<file path="src/dip_config_regs.vh">
// Summary of operation
// Differential outputs disabled until software enables them
// Force switch ON selects fixed IP, port, node
// Force switch leaves baud-rate settings untouched
// Offset from switches 4-5-6, switch 4 MSB
// Fourth IP octet is base plus offset
// Node address is base plus offset times 16
// Switches sampled once after reset only
// Captured switches readable by diagnostic query
// User keeps switches 2, 7, 8 OFF
// IP octet sum wraps modulo 256
`ifndef DIP_CONFIG_REGS_VH
`define DIP_CONFIG_REGS_VH
// Register byte addresses
`define ADDR_SNAPSHOT   12'h000
`define ADDR_BASE_IP    12'h004
`define ADDR_BASE_PORT  12'h008
`define ADDR_BASE_NODE  12'h00C
`define ADDR_EFF_IP     12'h010
`define ADDR_EFF_PORT   12'h014
`define ADDR_EFF_NODE   12'h018
`define ADDR_DIFF_EN    12'h01C
`define ADDR_BAUD       12'h020
// Switch positions inside the 8-bit bank (switch n at bit n-1)
`define SW_FORCE        2
`define SW_OFF_MSB      3
`define SW_OFF_MID      4
`define SW_OFF_LSB      5
// Forced defaults: 172.1.1.101, port 50000, node 64
`define DEF_IP          32'hAC010165
`define DEF_PORT        16'hC350
`define DEF_NODE        8'h40
// Node offset scale shift (times 16)
`define NODE_SHIFT      4
// Reset values
`define RST_BASE_IP     32'hC0A80001
`define RST_BASE_PORT   16'hC350
`define RST_BASE_NODE   8'h01
`define RST_BAUD        32'h0001C200
`define RST_DIFF_EN     1'b0
`endif

</file>
<file path="src/dip_switch_address_config.v">
`timescale 1ns/1ps
`include "dip_config_regs.vh"
module dip_switch_address_config
#(
   parameter NDIFF = 4                 // Number of differential outputs
)
(
   // Clock and reset
   input  wire             CLK,        // 25 MHz clock
   input  wire             RST_N,      // Async reset, active low
   // Board switches
   input  wire [7:0]       DIP_SW,     // Switches 1..8, ON = 1
   // Register bus
   input  wire             PSEL,       // APB select
   input  wire             PENABLE,    // APB enable
   input  wire             PWRITE,     // APB direction
   input  wire [11:0]      PADDR,      // APB byte address
   input  wire [31:0]      PWDATA,     // APB write data
   output wire             PREADY,     // APB ready
   output reg  [31:0]      PRDATA,     // APB read data
   output wire             PSLVERR,    // APB error
   // Differential outputs
   input  wire [NDIFF-1:0] DIFF_CMD,   // Software output levels
   output wire [NDIFF-1:0] DIFF_OUT,   // Differential output level
   output wire [NDIFF-1:0] DIFF_OE,    // Differential driver enable
   // Captured identity for the communication stacks
   output reg  [31:0]      EFF_IP,     // Effective IP address
   output reg  [15:0]      EFF_PORT,   // Effective port
   output reg  [7:0]       EFF_NODE,   // Effective node address
   output wire [31:0]      BAUD,       // Baud setting, passed through
   output wire             CFG_VALID   // Switches captured
);
   // Software-visible configuration
   reg  [31:0]      base_ip_reg;       // Base IP (base_ip_octet_table)
   reg  [15:0]      base_port_reg;     // Base port
   reg  [7:0]       base_node_reg;     // base_node_address
   reg  [31:0]      baud_reg;          // Baud setting
   reg  [NDIFF-1:0] diff_en_reg;       // Output enables
   // Internal wiring
   wire [7:0]       snap;              // Captured switches
   wire             done;              // Capture done
   wire [2:0]       offset;            // Address offset
   wire             force_def;         // Force defaults switch
   wire             wr;                // Write strobe
   wire             rd;                // Read strobe
   reg              hit;               // Address mapped

   // One-time switch capture. The bank is read at the first edge after
   // reset and then frozen, so a switch moved while running only takes
   // effect at the next reset. Switch 1 is a purely analogue terminator
   // and is captured only so that the snapshot shows the whole bank.
   switch_capture #(.W(8)) u_cap
   (
      .CLK   (CLK),
      .RST_N (RST_N),
      .SW_IN (DIP_SW),
      .SNAP  (snap),
      .DONE  (done)
   );

   // Effective values can be trusted one cycle after CFG_VALID rises
   assign CFG_VALID = done;
   // Switch 4 weighs four, switch 5 two and switch 6 one
   assign offset    = {snap[`SW_OFF_MSB], snap[`SW_OFF_MID], snap[`SW_OFF_LSB]}
                      & {3{done}};
   // Force switch only acts once the bank has been captured
   assign force_def = snap[`SW_FORCE] & done;
   // Switches 2, 7, 8 are assumed OFF and are not acted on
   assign BAUD      = baud_reg;

   // APB strobes. The slave never stalls: PREADY is tied high, so
   // every access phase lasts exactly one cycle and a write lands
   // on the rising edge that closes it. Unmapped addresses raise
   // PSLVERR in the access phase; the write is dropped, a read gives 0.
   assign wr      = PSEL & PENABLE & PWRITE;
   assign rd      = PSEL & PENABLE & ~PWRITE;
   assign PREADY  = 1'b1;
   assign PSLVERR = PSEL & PENABLE & ~hit;

   // Address decode; one word per register, byte addresses
   //   000 switch snapshot, read only (diagnostic query)
   //   004 base IP address, low octet takes the offset
   //   008 base port
   //   00C base node address
   //   010 effective IP, read only
   //   014 effective port, read only
   //   018 effective node address, read only
   //   01C differential output enables
   //   020 baud setting, never touched by the force switch
   always @*
   begin
      // Snapshot
      if (PADDR == `ADDR_SNAPSHOT)
         hit = 1'b1;
      // Base IP
      else if (PADDR == `ADDR_BASE_IP)
         hit = 1'b1;
      // Base port
      else if (PADDR == `ADDR_BASE_PORT)
         hit = 1'b1;
      // Base node address
      else if (PADDR == `ADDR_BASE_NODE)
         hit = 1'b1;
      // Effective IP
      else if (PADDR == `ADDR_EFF_IP)
         hit = 1'b1;
      // Effective port
      else if (PADDR == `ADDR_EFF_PORT)
         hit = 1'b1;
      // Effective node address
      else if (PADDR == `ADDR_EFF_NODE)
         hit = 1'b1;
      // Output enables
      else if (PADDR == `ADDR_DIFF_EN)
         hit = 1'b1;
      // Baud setting
      else if (PADDR == `ADDR_BAUD)
         hit = 1'b1;
      // Nothing mapped here
      else
         hit = 1'b0;
   end

   // Writable configuration registers
   always @(posedge CLK or negedge RST_N)
   begin
      if (!RST_N)
      begin
         base_ip_reg   <= `RST_BASE_IP;
         base_port_reg <= `RST_BASE_PORT;
         base_node_reg <= `RST_BASE_NODE;
         baud_reg      <= `RST_BAUD;
         diff_en_reg   <= {NDIFF{`RST_DIFF_EN}};
      end
      else if (wr)
      begin
         // Base IP, whole word
         if (PADDR == `ADDR_BASE_IP)
            base_ip_reg <= PWDATA;
         // Base port, low half
         else if (PADDR == `ADDR_BASE_PORT)
            base_port_reg <= PWDATA[15:0];
         // Base node address, low byte
         else if (PADDR == `ADDR_BASE_NODE)
            base_node_reg <= PWDATA[7:0];
         // Software takes control of the outputs here
         else if (PADDR == `ADDR_DIFF_EN)
            diff_en_reg <= PWDATA[NDIFF-1:0];
         // Baud setting, whole word
         else if (PADDR == `ADDR_BAUD)
            baud_reg <= PWDATA;
      end
   end

   // Outputs stay off until software enables each one; the level is
   // gated as well, so a disabled driver never shows a stale command
   // even if the pad logic ignores the enable.
   assign DIFF_OE  = diff_en_reg;
   assign DIFF_OUT = DIFF_CMD & diff_en_reg;

   // Effective identity, registered; follows a base write one cycle later
   // and is meaningful from the second edge after reset release.
   always @(posedge CLK or negedge RST_N)
   begin
      if (!RST_N)
      begin
         EFF_IP   <= 32'h00000000;
         EFF_PORT <= 16'h0000;
         EFF_NODE <= 8'h00;
      end
      // Force switch replaces address, IP and port, never baud
      else if (force_def)
      begin
         EFF_IP   <= `DEF_IP;
         EFF_PORT <= `DEF_PORT;
         EFF_NODE <= `DEF_NODE;
      end
      else
      begin
         // Normal path: IP is base plus the switch offset, node is base plus 16 times the offset, port is the base
         // Low octet sum wraps in eight bits
         EFF_IP   <= {base_ip_reg[31:8],
                      base_ip_reg[7:0] + {5'h00, offset}};
         EFF_PORT <= base_port_reg;
         EFF_NODE <= base_node_reg
                     + {1'b0, offset, {`NODE_SHIFT{1'b0}}};
      end
   end

   // Read mux; snapshot register is the diagnostic query
   always @*
   begin
      PRDATA = 32'h00000000;
      if (rd)
      begin
         // Switch bank as captured, with the capture flag above it
         if (PADDR == `ADDR_SNAPSHOT)
            PRDATA = {23'h000000, done, snap};
         // Base IP
         else if (PADDR == `ADDR_BASE_IP)
            PRDATA = base_ip_reg;
         // Base port
         else if (PADDR == `ADDR_BASE_PORT)
            PRDATA = {16'h0000, base_port_reg};
         // Base node address
         else if (PADDR == `ADDR_BASE_NODE)
            PRDATA = {24'h000000, base_node_reg};
         // Effective IP
         else if (PADDR == `ADDR_EFF_IP)
            PRDATA = EFF_IP;
         // Effective port
         else if (PADDR == `ADDR_EFF_PORT)
            PRDATA = {16'h0000, EFF_PORT};
         // Effective node address
         else if (PADDR == `ADDR_EFF_NODE)
            PRDATA = {24'h000000, EFF_NODE};
         // Output enables
         else if (PADDR == `ADDR_DIFF_EN)
            PRDATA = {{(32-NDIFF){1'b0}}, diff_en_reg};
         // Baud setting
         else if (PADDR == `ADDR_BAUD)
            PRDATA = baud_reg;
      end
   end
endmodule // dip_switch_address_config

</file>
<file path="src/switch_capture.v">
`timescale 1ns/1ps
`include "dip_config_regs.vh"
module switch_capture
#(
   parameter W = 8                  // Switch bank width
)
(
   input  wire         CLK,         // System clock
   input  wire         RST_N,       // Async reset, active low
   input  wire [W-1:0] SW_IN,       // Raw switch levels
   output reg  [W-1:0] SNAP,        // Captured switches
   output reg          DONE         // Capture has happened
);
   // Capture once at the first edge after reset release, then freeze
   always @(posedge CLK or negedge RST_N)
   begin
      if (!RST_N)
      begin
         SNAP <= {W{1'b0}};
         DONE <= 1'b0;
      end
      else if (!DONE)
      begin
         SNAP <= SW_IN;
         DONE <= 1'b1;
      end
   end
endmodule // switch_capture

</file>
<file path="config.mk">
export PLATFORM = sky130hd
export DESIGN_NAME = dip_switch_address_config
export DESIGN_NICKNAME = d
export VERILOG_FILES = /design/src/dip_switch_address_config.v /design/src/switch_capture.v
export VERILOG_INCLUDE_DIRS = /design/src
export SDC_FILE = /design/constraint.sdc
export NUM_CORES = 1
export LEC_CHECK = 0
export ABC_AREA = 0
export BUFFER_PORTS_ARGS = -buffer_cell sky130_fd_sc_hd__buf_4
export CAP_MARGIN = 40
export CELL_PAD_IN_SITES_DETAIL_PLACEMENT = 1
export CELL_PAD_IN_SITES_GLOBAL_PLACEMENT = 1
export CORE_MARGIN = 5
export CORE_UTILIZATION = 38
export CTS_CLUSTER_SIZE = 20
export DETAILED_ROUTE_END_ITERATION = 8
export PLACE_DENSITY_LB_ADDON = 0.1
export SYNTH_ARGS = -nofsm -noshare
export SYNTH_HDL_FRONTEND = slang
export SYNTH_HIERARCHICAL = 1
export SYNTH_SLANG_ARGS = --single-unit
</file>
<file path="constraint.sdc">
create_clock -name CLK -period 1.85 [get_ports CLK]
set_input_delay 0.2775 -clock CLK [delete_from_list [all_inputs] [get_ports CLK]]
set_output_delay 0.2775 -clock CLK [all_outputs]
set_load 0.1 [all_outputs]
</file>
After elaboration in Yosys (flattened, before gate mapping)

Cells that the tools add are included.
Widths: inputs -> output; s select.

Add/subtract/negate cells: 2
Equal/unequal tests: 8
Muxes and demuxes: 22
Bitwise operators: 13
Reductions and logical operators: 6

Operators with widths:

| operator            | number |
|---|---|
| $mux 32             | 11 |
| $eq 12x5->1 const B | 4 |
| $eq 12x4->1 const B | 2 |
| $mux 16             | 1 |
| $eq 12x3->1 const B | 1 |
| $eq 12x6->1 const B | 1 |
| $logic_not 12->1    | 1 |
| $mux 1              | 9 |
| $add 8x3->8         | 1 |
| $add 8x7->8         | 1 |
| $mux 8              | 1 |
| $not 1->1           | 6 |
| $reduce_and 6->1    | 1 |
| $and 1x1->1         | 5 |
| $reduce_and 5->1    | 1 |
| $and 4x4->4         | 1 |
| $reduce_and 4->1    | 1 |
| $and 3x3->3         | 1 |
| $reduce_and 3->1    | 1 |
| $reduce_and 2->1    | 1 |

Register bits after elaboration: 157
Input bits: 61
Output and inout bits: 131

Depth between registers and ports, before layout

Word-level depth: 12
Mapped depth: 8

Modules after synthesis

Netlist, hierarchy kept.

Modules (own cells, without submodules):

| module                    | times used | cells each | area an instance (sq um) | seq. area each (sq um) |
|---|---|---|---|---|
| dip_switch_address_config | 1          | 625        | 7,163.1                  | 3,724.8 |
| switch_capture            | 1          | 19         | 360.3                    | 225.2 |

Least setup slack after synthesis

OpenSTA, ideal clock, no wires.

Path type: register to output
Start: register EFF_NODE[5]
End: output port PRDATA[5]
Arrival time: 3.825 ns
Path slack: -2.252 ns
Stages on the path, launching flop included: 6
Path buffers: 0
Cells stage by stage: dfrtp_1 > nand2b_1 > a21oi_1 > a21oi_1 > a211o_1 > a221oi_1

Longest elaborated chain between the ends: 8

RTL lines:

| item                   | RTL line                        | text |
|---|---|---|
| start, declared        | dip_switch_address_config.v:29  | `output reg [7:0] EFF_NODE,` |
| start signal, assigned | dip_switch_address_config.v:176 | `` EFF_NODE <= `DEF_NODE; `` |
| start signal, assigned | dip_switch_address_config.v:185 | `EFF_NODE <= base_node_reg` |
| $mux 32                | dip_switch_address_config.v:215 | `` else if (PADDR == `ADDR_EFF_NODE) `` |
| $mux 32                | dip_switch_address_config.v:212 | `` else if (PADDR == `ADDR_EFF_PORT) `` |
| $mux 32                | dip_switch_address_config.v:209 | `` else if (PADDR == `ADDR_EFF_IP) `` |
| $mux 32                | dip_switch_address_config.v:206 | `` else if (PADDR == `ADDR_BASE_NODE) `` |
| $mux 32                | dip_switch_address_config.v:203 | `` else if (PADDR == `ADDR_BASE_PORT) `` |
| $mux 32                | dip_switch_address_config.v:200 | `` else if (PADDR == `ADDR_BASE_IP) `` |
| $mux 32                | dip_switch_address_config.v:197 | `` if (PADDR == `ADDR_SNAPSHOT) `` |
| $mux 32                | dip_switch_address_config.v:194 | `if (rd)` |
| end, declared          | dip_switch_address_config.v:20  | `output reg [31:0] PRDATA,` |

Every way passes these cells.

Worst setup path after layout

Start: input port PADDR[7]
End: output port PRDATA[2]

Longest elaborated chain between the ends: 11
Elaborated cells on any way between the ends: 19

RTL lines:

| item                  | RTL line                        | text |
|---|---|---|
| start, declared       | dip_switch_address_config.v:17  | `input wire [11:0] PADDR,` |
| $eq 12x6->1 (no line) | --                              |  |
| $mux 32               | dip_switch_address_config.v:221 | `` else if (PADDR == `ADDR_BAUD) `` |
| $mux 32               | dip_switch_address_config.v:218 | `` else if (PADDR == `ADDR_DIFF_EN) `` |
| $mux 32               | dip_switch_address_config.v:215 |  |
| $mux 32               | dip_switch_address_config.v:212 |  |
| $mux 32               | dip_switch_address_config.v:209 |  |
| $mux 32               | dip_switch_address_config.v:206 |  |
| $mux 32               | dip_switch_address_config.v:203 |  |
| $mux 32               | dip_switch_address_config.v:200 |  |
| $mux 32 *             | dip_switch_address_config.v:197 |  |
| $mux 32 *             | dip_switch_address_config.v:194 |  |

Every way passes the cells marked *; elsewhere a longest branch is shown, timed or not.

==> flow_metrics.py <==
metrics = {
    "yosys": {
        "ys_dominant_reg_cell": "sky130_fd_sc_hd__dfrtp_1",
        "ys_async_sr_fraction_pct": 100,
        "synth.largest_area_cell": "sky130_fd_sc_hd__dfrtp_1",
        "syn-mean-instance-area_um2": 11.7,
        "synth_top_area_share_pct": 46.6,
        "synth.distinct_cells": 61,
        "seq_area_frac_synth_pct": 52.5,
        "synth-seq-cells": 157,
        "synthesis.yosys.warnings": 6,
        "syn_nets": 713,
        "post_syn_area_mm2": 0.00752,
        "synthesis.instances": 644,
        "synth_edf_count": 0,
        "synth_area_leaders": "sky130_fd_sc_hd__dfrtp_1 47%, sky130_fd_sc_hd__mux2_2 13%, sky130_fd_sc_hd__dfstp_2 5.9%, sky130_fd_sc_hd__and2_1 3.5%, sky130_fd_sc_hd__nor2_1 2.6%",
    },
    "clock_tree": {
        "cts_buffers": 17,
        "path_clk_slew_ns": 0.06,
        "clkLatencyLatePin_ns": 0.44,
        "cts-htree-levels": 4,
        "cts_buffer_depth": 2,
        "sinks_on_the_clock_net": 157,
        "clockRootBuffer": "sky130_fd_sc_hd__clkbuf_16",
        "cts_tree": "yes",
    },
    "die": {
        "dieHeight_um": 151,
        "core_area_mm2": 0.0195,
        "die-width_um": 151,
        "placement_rows": 51,
        "die-area_mm2": 0.0227,
        "initial_utilization_pct": 38.7,
        "io-pin-count": 192,
    },
    "critical_path": {
        "cpPeakStageDelay_ns": 0.58,
        "critical-path-slowest-cell": "sky130_fd_sc_hd__or4b_4",
        "category_of_the_worst_setup_path_capture_point": "primary output",
        "crit_chain": "buf_6, or4b_4, buf_8, buf_6, nor4_2, o32ai_2, a32o_4, buf_12",
        "worst-endpoint-required_ns": 1.57,
        "timing.critical_path.to": "PRDATA[2]",
        "logic_depth_of_the_worst_register_to_register_path": 10,
        "critical_path.reg2reg.endpoint": "EFF_IP[7]",
        "ff2ff_setup_slack_ns": -0.26,
        "start_kind": "input port",
        "reg2reg_from": "u_cap/DONE",
        "crit_path_max_fanout": 5,
        "critPathBufInv": 4,
        "timing.critical_path.mode_cell": "sky130_fd_sc_hd__buf_6",
        "cp_num_cells": 8,
        "arrival_ns": 2.16,
        "criticalPathCategory": "in -> out",
        "timing.critical_path.from": "PADDR[7]",
        "path_delay_family": "simple AND/OR/NAND/NOR gates",
    },
    "route": {
        "detailroute.via_count": 6817,
        "wl_met3_um": 2010,
        "finalWirelength_um": 32700,
        "detailedRoute.firstPassIterationCount": 5,
        "drt_drc_violations_left": 0,
        "final_ant_viol_nets": 0,
        "wl_met1_um": 13100,
        "drt-initial-drc-count": 338,
        "drt_wl_cell_um": 26.8,
        "vias_per_cell": 5.59,
        "met2RoutedLength_um": 16800,
        "route.top_layer_used": "met4",
    },
    "grt": {
        "first_global_vias": 7488,
        "global_route_wire_length_before_repair_um": 44300,
        "grt_max_degree": 59,
        "gr-total-overflow": 0,
        "globalRouteTotalUtil_pct": 26.0,
        "grt_antenna_before_repair": 0,
    },
    "run_status": {
        "outcome": "finished, violations left",
        "violations": "setup timing",
    },
    "timing": {
        "maxSlewViolCount": 0,
        "final-setup-viol-count": 83,
        "max_clock_freq_ghz": 0.409,
        "final_hold_vio_count": 0,
        "final_period_util_pct": 132,
        "final.setup.worst_slack_ns": -0.592,
        "final.min_clock_period_ns": 2.44,
        "timing.clock.skew_ns": 0.0103,
        "unrepaired_setup_endpoints_after_global_routing": "yes",
    },
    "place": {
        "dp_worst_setup_slack_ns": -0.737,
        "place_area_mm2": 0.0105,
        "placed_cells_incl_taps": 1152,
        "detailed_place_hpwl_um": 20000,
        "placement.io_buffers": 190,
        "place.gp.congestion": 0.881,
    },
    "cells_and_area": {
        "layout-drive-gt1-share_pct": 66.7,
        "num-nets-final": 1011,
        "final-instance-count-excl-fill": 1220,
        "postLayoutCellArea_mm2": 0.0127,
        "area_delta_synth_final_pct": 68.7,
        "antennaDiodeCount": 0,
    },
    "job": {
        "max_cap_violations": 0,
    },
    "power_and_ir_drop": {
        "vdd_ir_drop_max_mv": 0.512,
        "leakagePower_nw": 5.75,
        "power_per_cell_area_mw_per_mm2": 681,
    },
    "worst_hold_path": {
        "hold_class": "in -> reg",
    },
}
layer usage:
metal / up-vias / track usage (%)
met2: 250 / 44.9
met5: - / 0
li1: 2909 / -
met4: 0 / 7.89
met3: 56 / 6.83
met1: 3602 / 31.8
how the worst min path moves through the flow:
stage	to	slack (ns)	startpoint	depth (start not counted)
2_1_floorplan	BAUD[0]	-0.02	RST_N	0
3_3_place_gp	BAUD[4]	0.12	RST_N	1
3_5_place_dp	BAUD[4]	0.12	RST_N	1
4_1_cts	u_cap/SNAP[3]	0.05	DIP_SW[3]	2
5_1_grt	u_cap/SNAP[7]	0.06	DIP_SW[7]	2
6_report	u_cap/SNAP[3]	0.07	DIP_SW[3]	2
logic make-up after synthesis:
family                     count (synthesis)  synth area share (%)
and+or+nand+nor                          185                  13.6
DFF                                      157                  52.5
AOI/OAI and AO/OA                        130                  12.3
muxes                                    104                  16.3
buffers and inverters                     52                  3.06
adders and majority gates                  8                  1.53
xor gates and xnor gates                   6                 0.698
other                                      2                0.0998
through the flow:
stage	util [%]	power (mW)	hold WS (ns)	TNS [ns]
global route	65.2	8.91	0.0560	-19.22
detailed placement	53.8	4.65	0.123	-61.62
global placement	53.8	4.63	0.122	-56.70
floorplan	-	4.15	-0.0181	-16.43
finish	65.2	8.65	0.0734	-16.57
CTS	61.1	8.62	0.0516	-14.19
power by group:
group	switching, mW	leakage [nW]	internal, mW
clock	1.54	0.320	2.39
combinational	0.771	3.40	0.396
sequential	0.0552	2.03	3.50
cell usage in the layout, fill, tap and decap left out, types with 13 or more instances in the layout:
| cell type | count |
|---|---|
| sky130_fd_sc_hd__a22o_1 | 16 |
| sky130_fd_sc_hd__dfrtp_1 | 108 |
| sky130_fd_sc_hd__dfrtp_2 | 29 |
| sky130_fd_sc_hd__a21oi_1 | 18 |
| sky130_fd_sc_hd__buf_4 | 227 |
| sky130_fd_sc_hd__nand2b_1 | 25 |
| sky130_fd_sc_hd__clkbuf_16 | 23 |
| sky130_fd_sc_hd__nor2_4 | 20 |
| sky130_fd_sc_hd__nand2_1 | 13 |
| sky130_fd_sc_hd__dfstp_2 | 17 |
| sky130_fd_sc_hd__mux2_4 | 52 |
| sky130_fd_sc_hd__buf_12 | 49 |
| sky130_fd_sc_hd__and2_1 | 40 |
| sky130_fd_sc_hd__nor2_1 | 31 |
| sky130_fd_sc_hd__a22oi_2 | 23 |
| sky130_fd_sc_hd__mux2_2 | 48 |
| sky130_fd_sc_hd__buf_6 | 35 |
final cells by class:
type | instances | area (µm²)
Timing Repair Buffer | 323 | 3310
Fill cell | 1881 | 6770
Clock inverter | 11 | 180
Sequential cell | 157 | 4000
Tap cell | 265 | 332
Multi-Input combinational cell | 435 | 4370
Clock buffer | 21 | 470
Inverter | 8 | 35.0
synth_stat cells, drive strengths merged, types with 6 or more instances:
master / number
nor2b: 6
a22oi: 24
nand2b: 26
buf: 19
and2: 42
nand2: 18
o32a: 7
clkbuf: 25
nor3: 12
mux2: 100
dfstp: 17
inv: 8
dfrtp: 140
a21oi: 29
nor2: 53
a22o: 17
nor4: 7
ha: 6
o21ai: 17
timing repair:
| action | 4_1_cts | 5_1_grt |
|---|---|---|
| hold buffers | 1 | 0 |
| resized for setup | 160 | 114 |
| setup endpoints to repair | 79 | 115 |
| gates cloned | 2 | 9 |
| endpoints found under the hold margin | 114 | 0 |
| buffers inserted | 8 | 17 |
| pin swaps | 17 | 24 |
(Power assumes the default switching activity.)
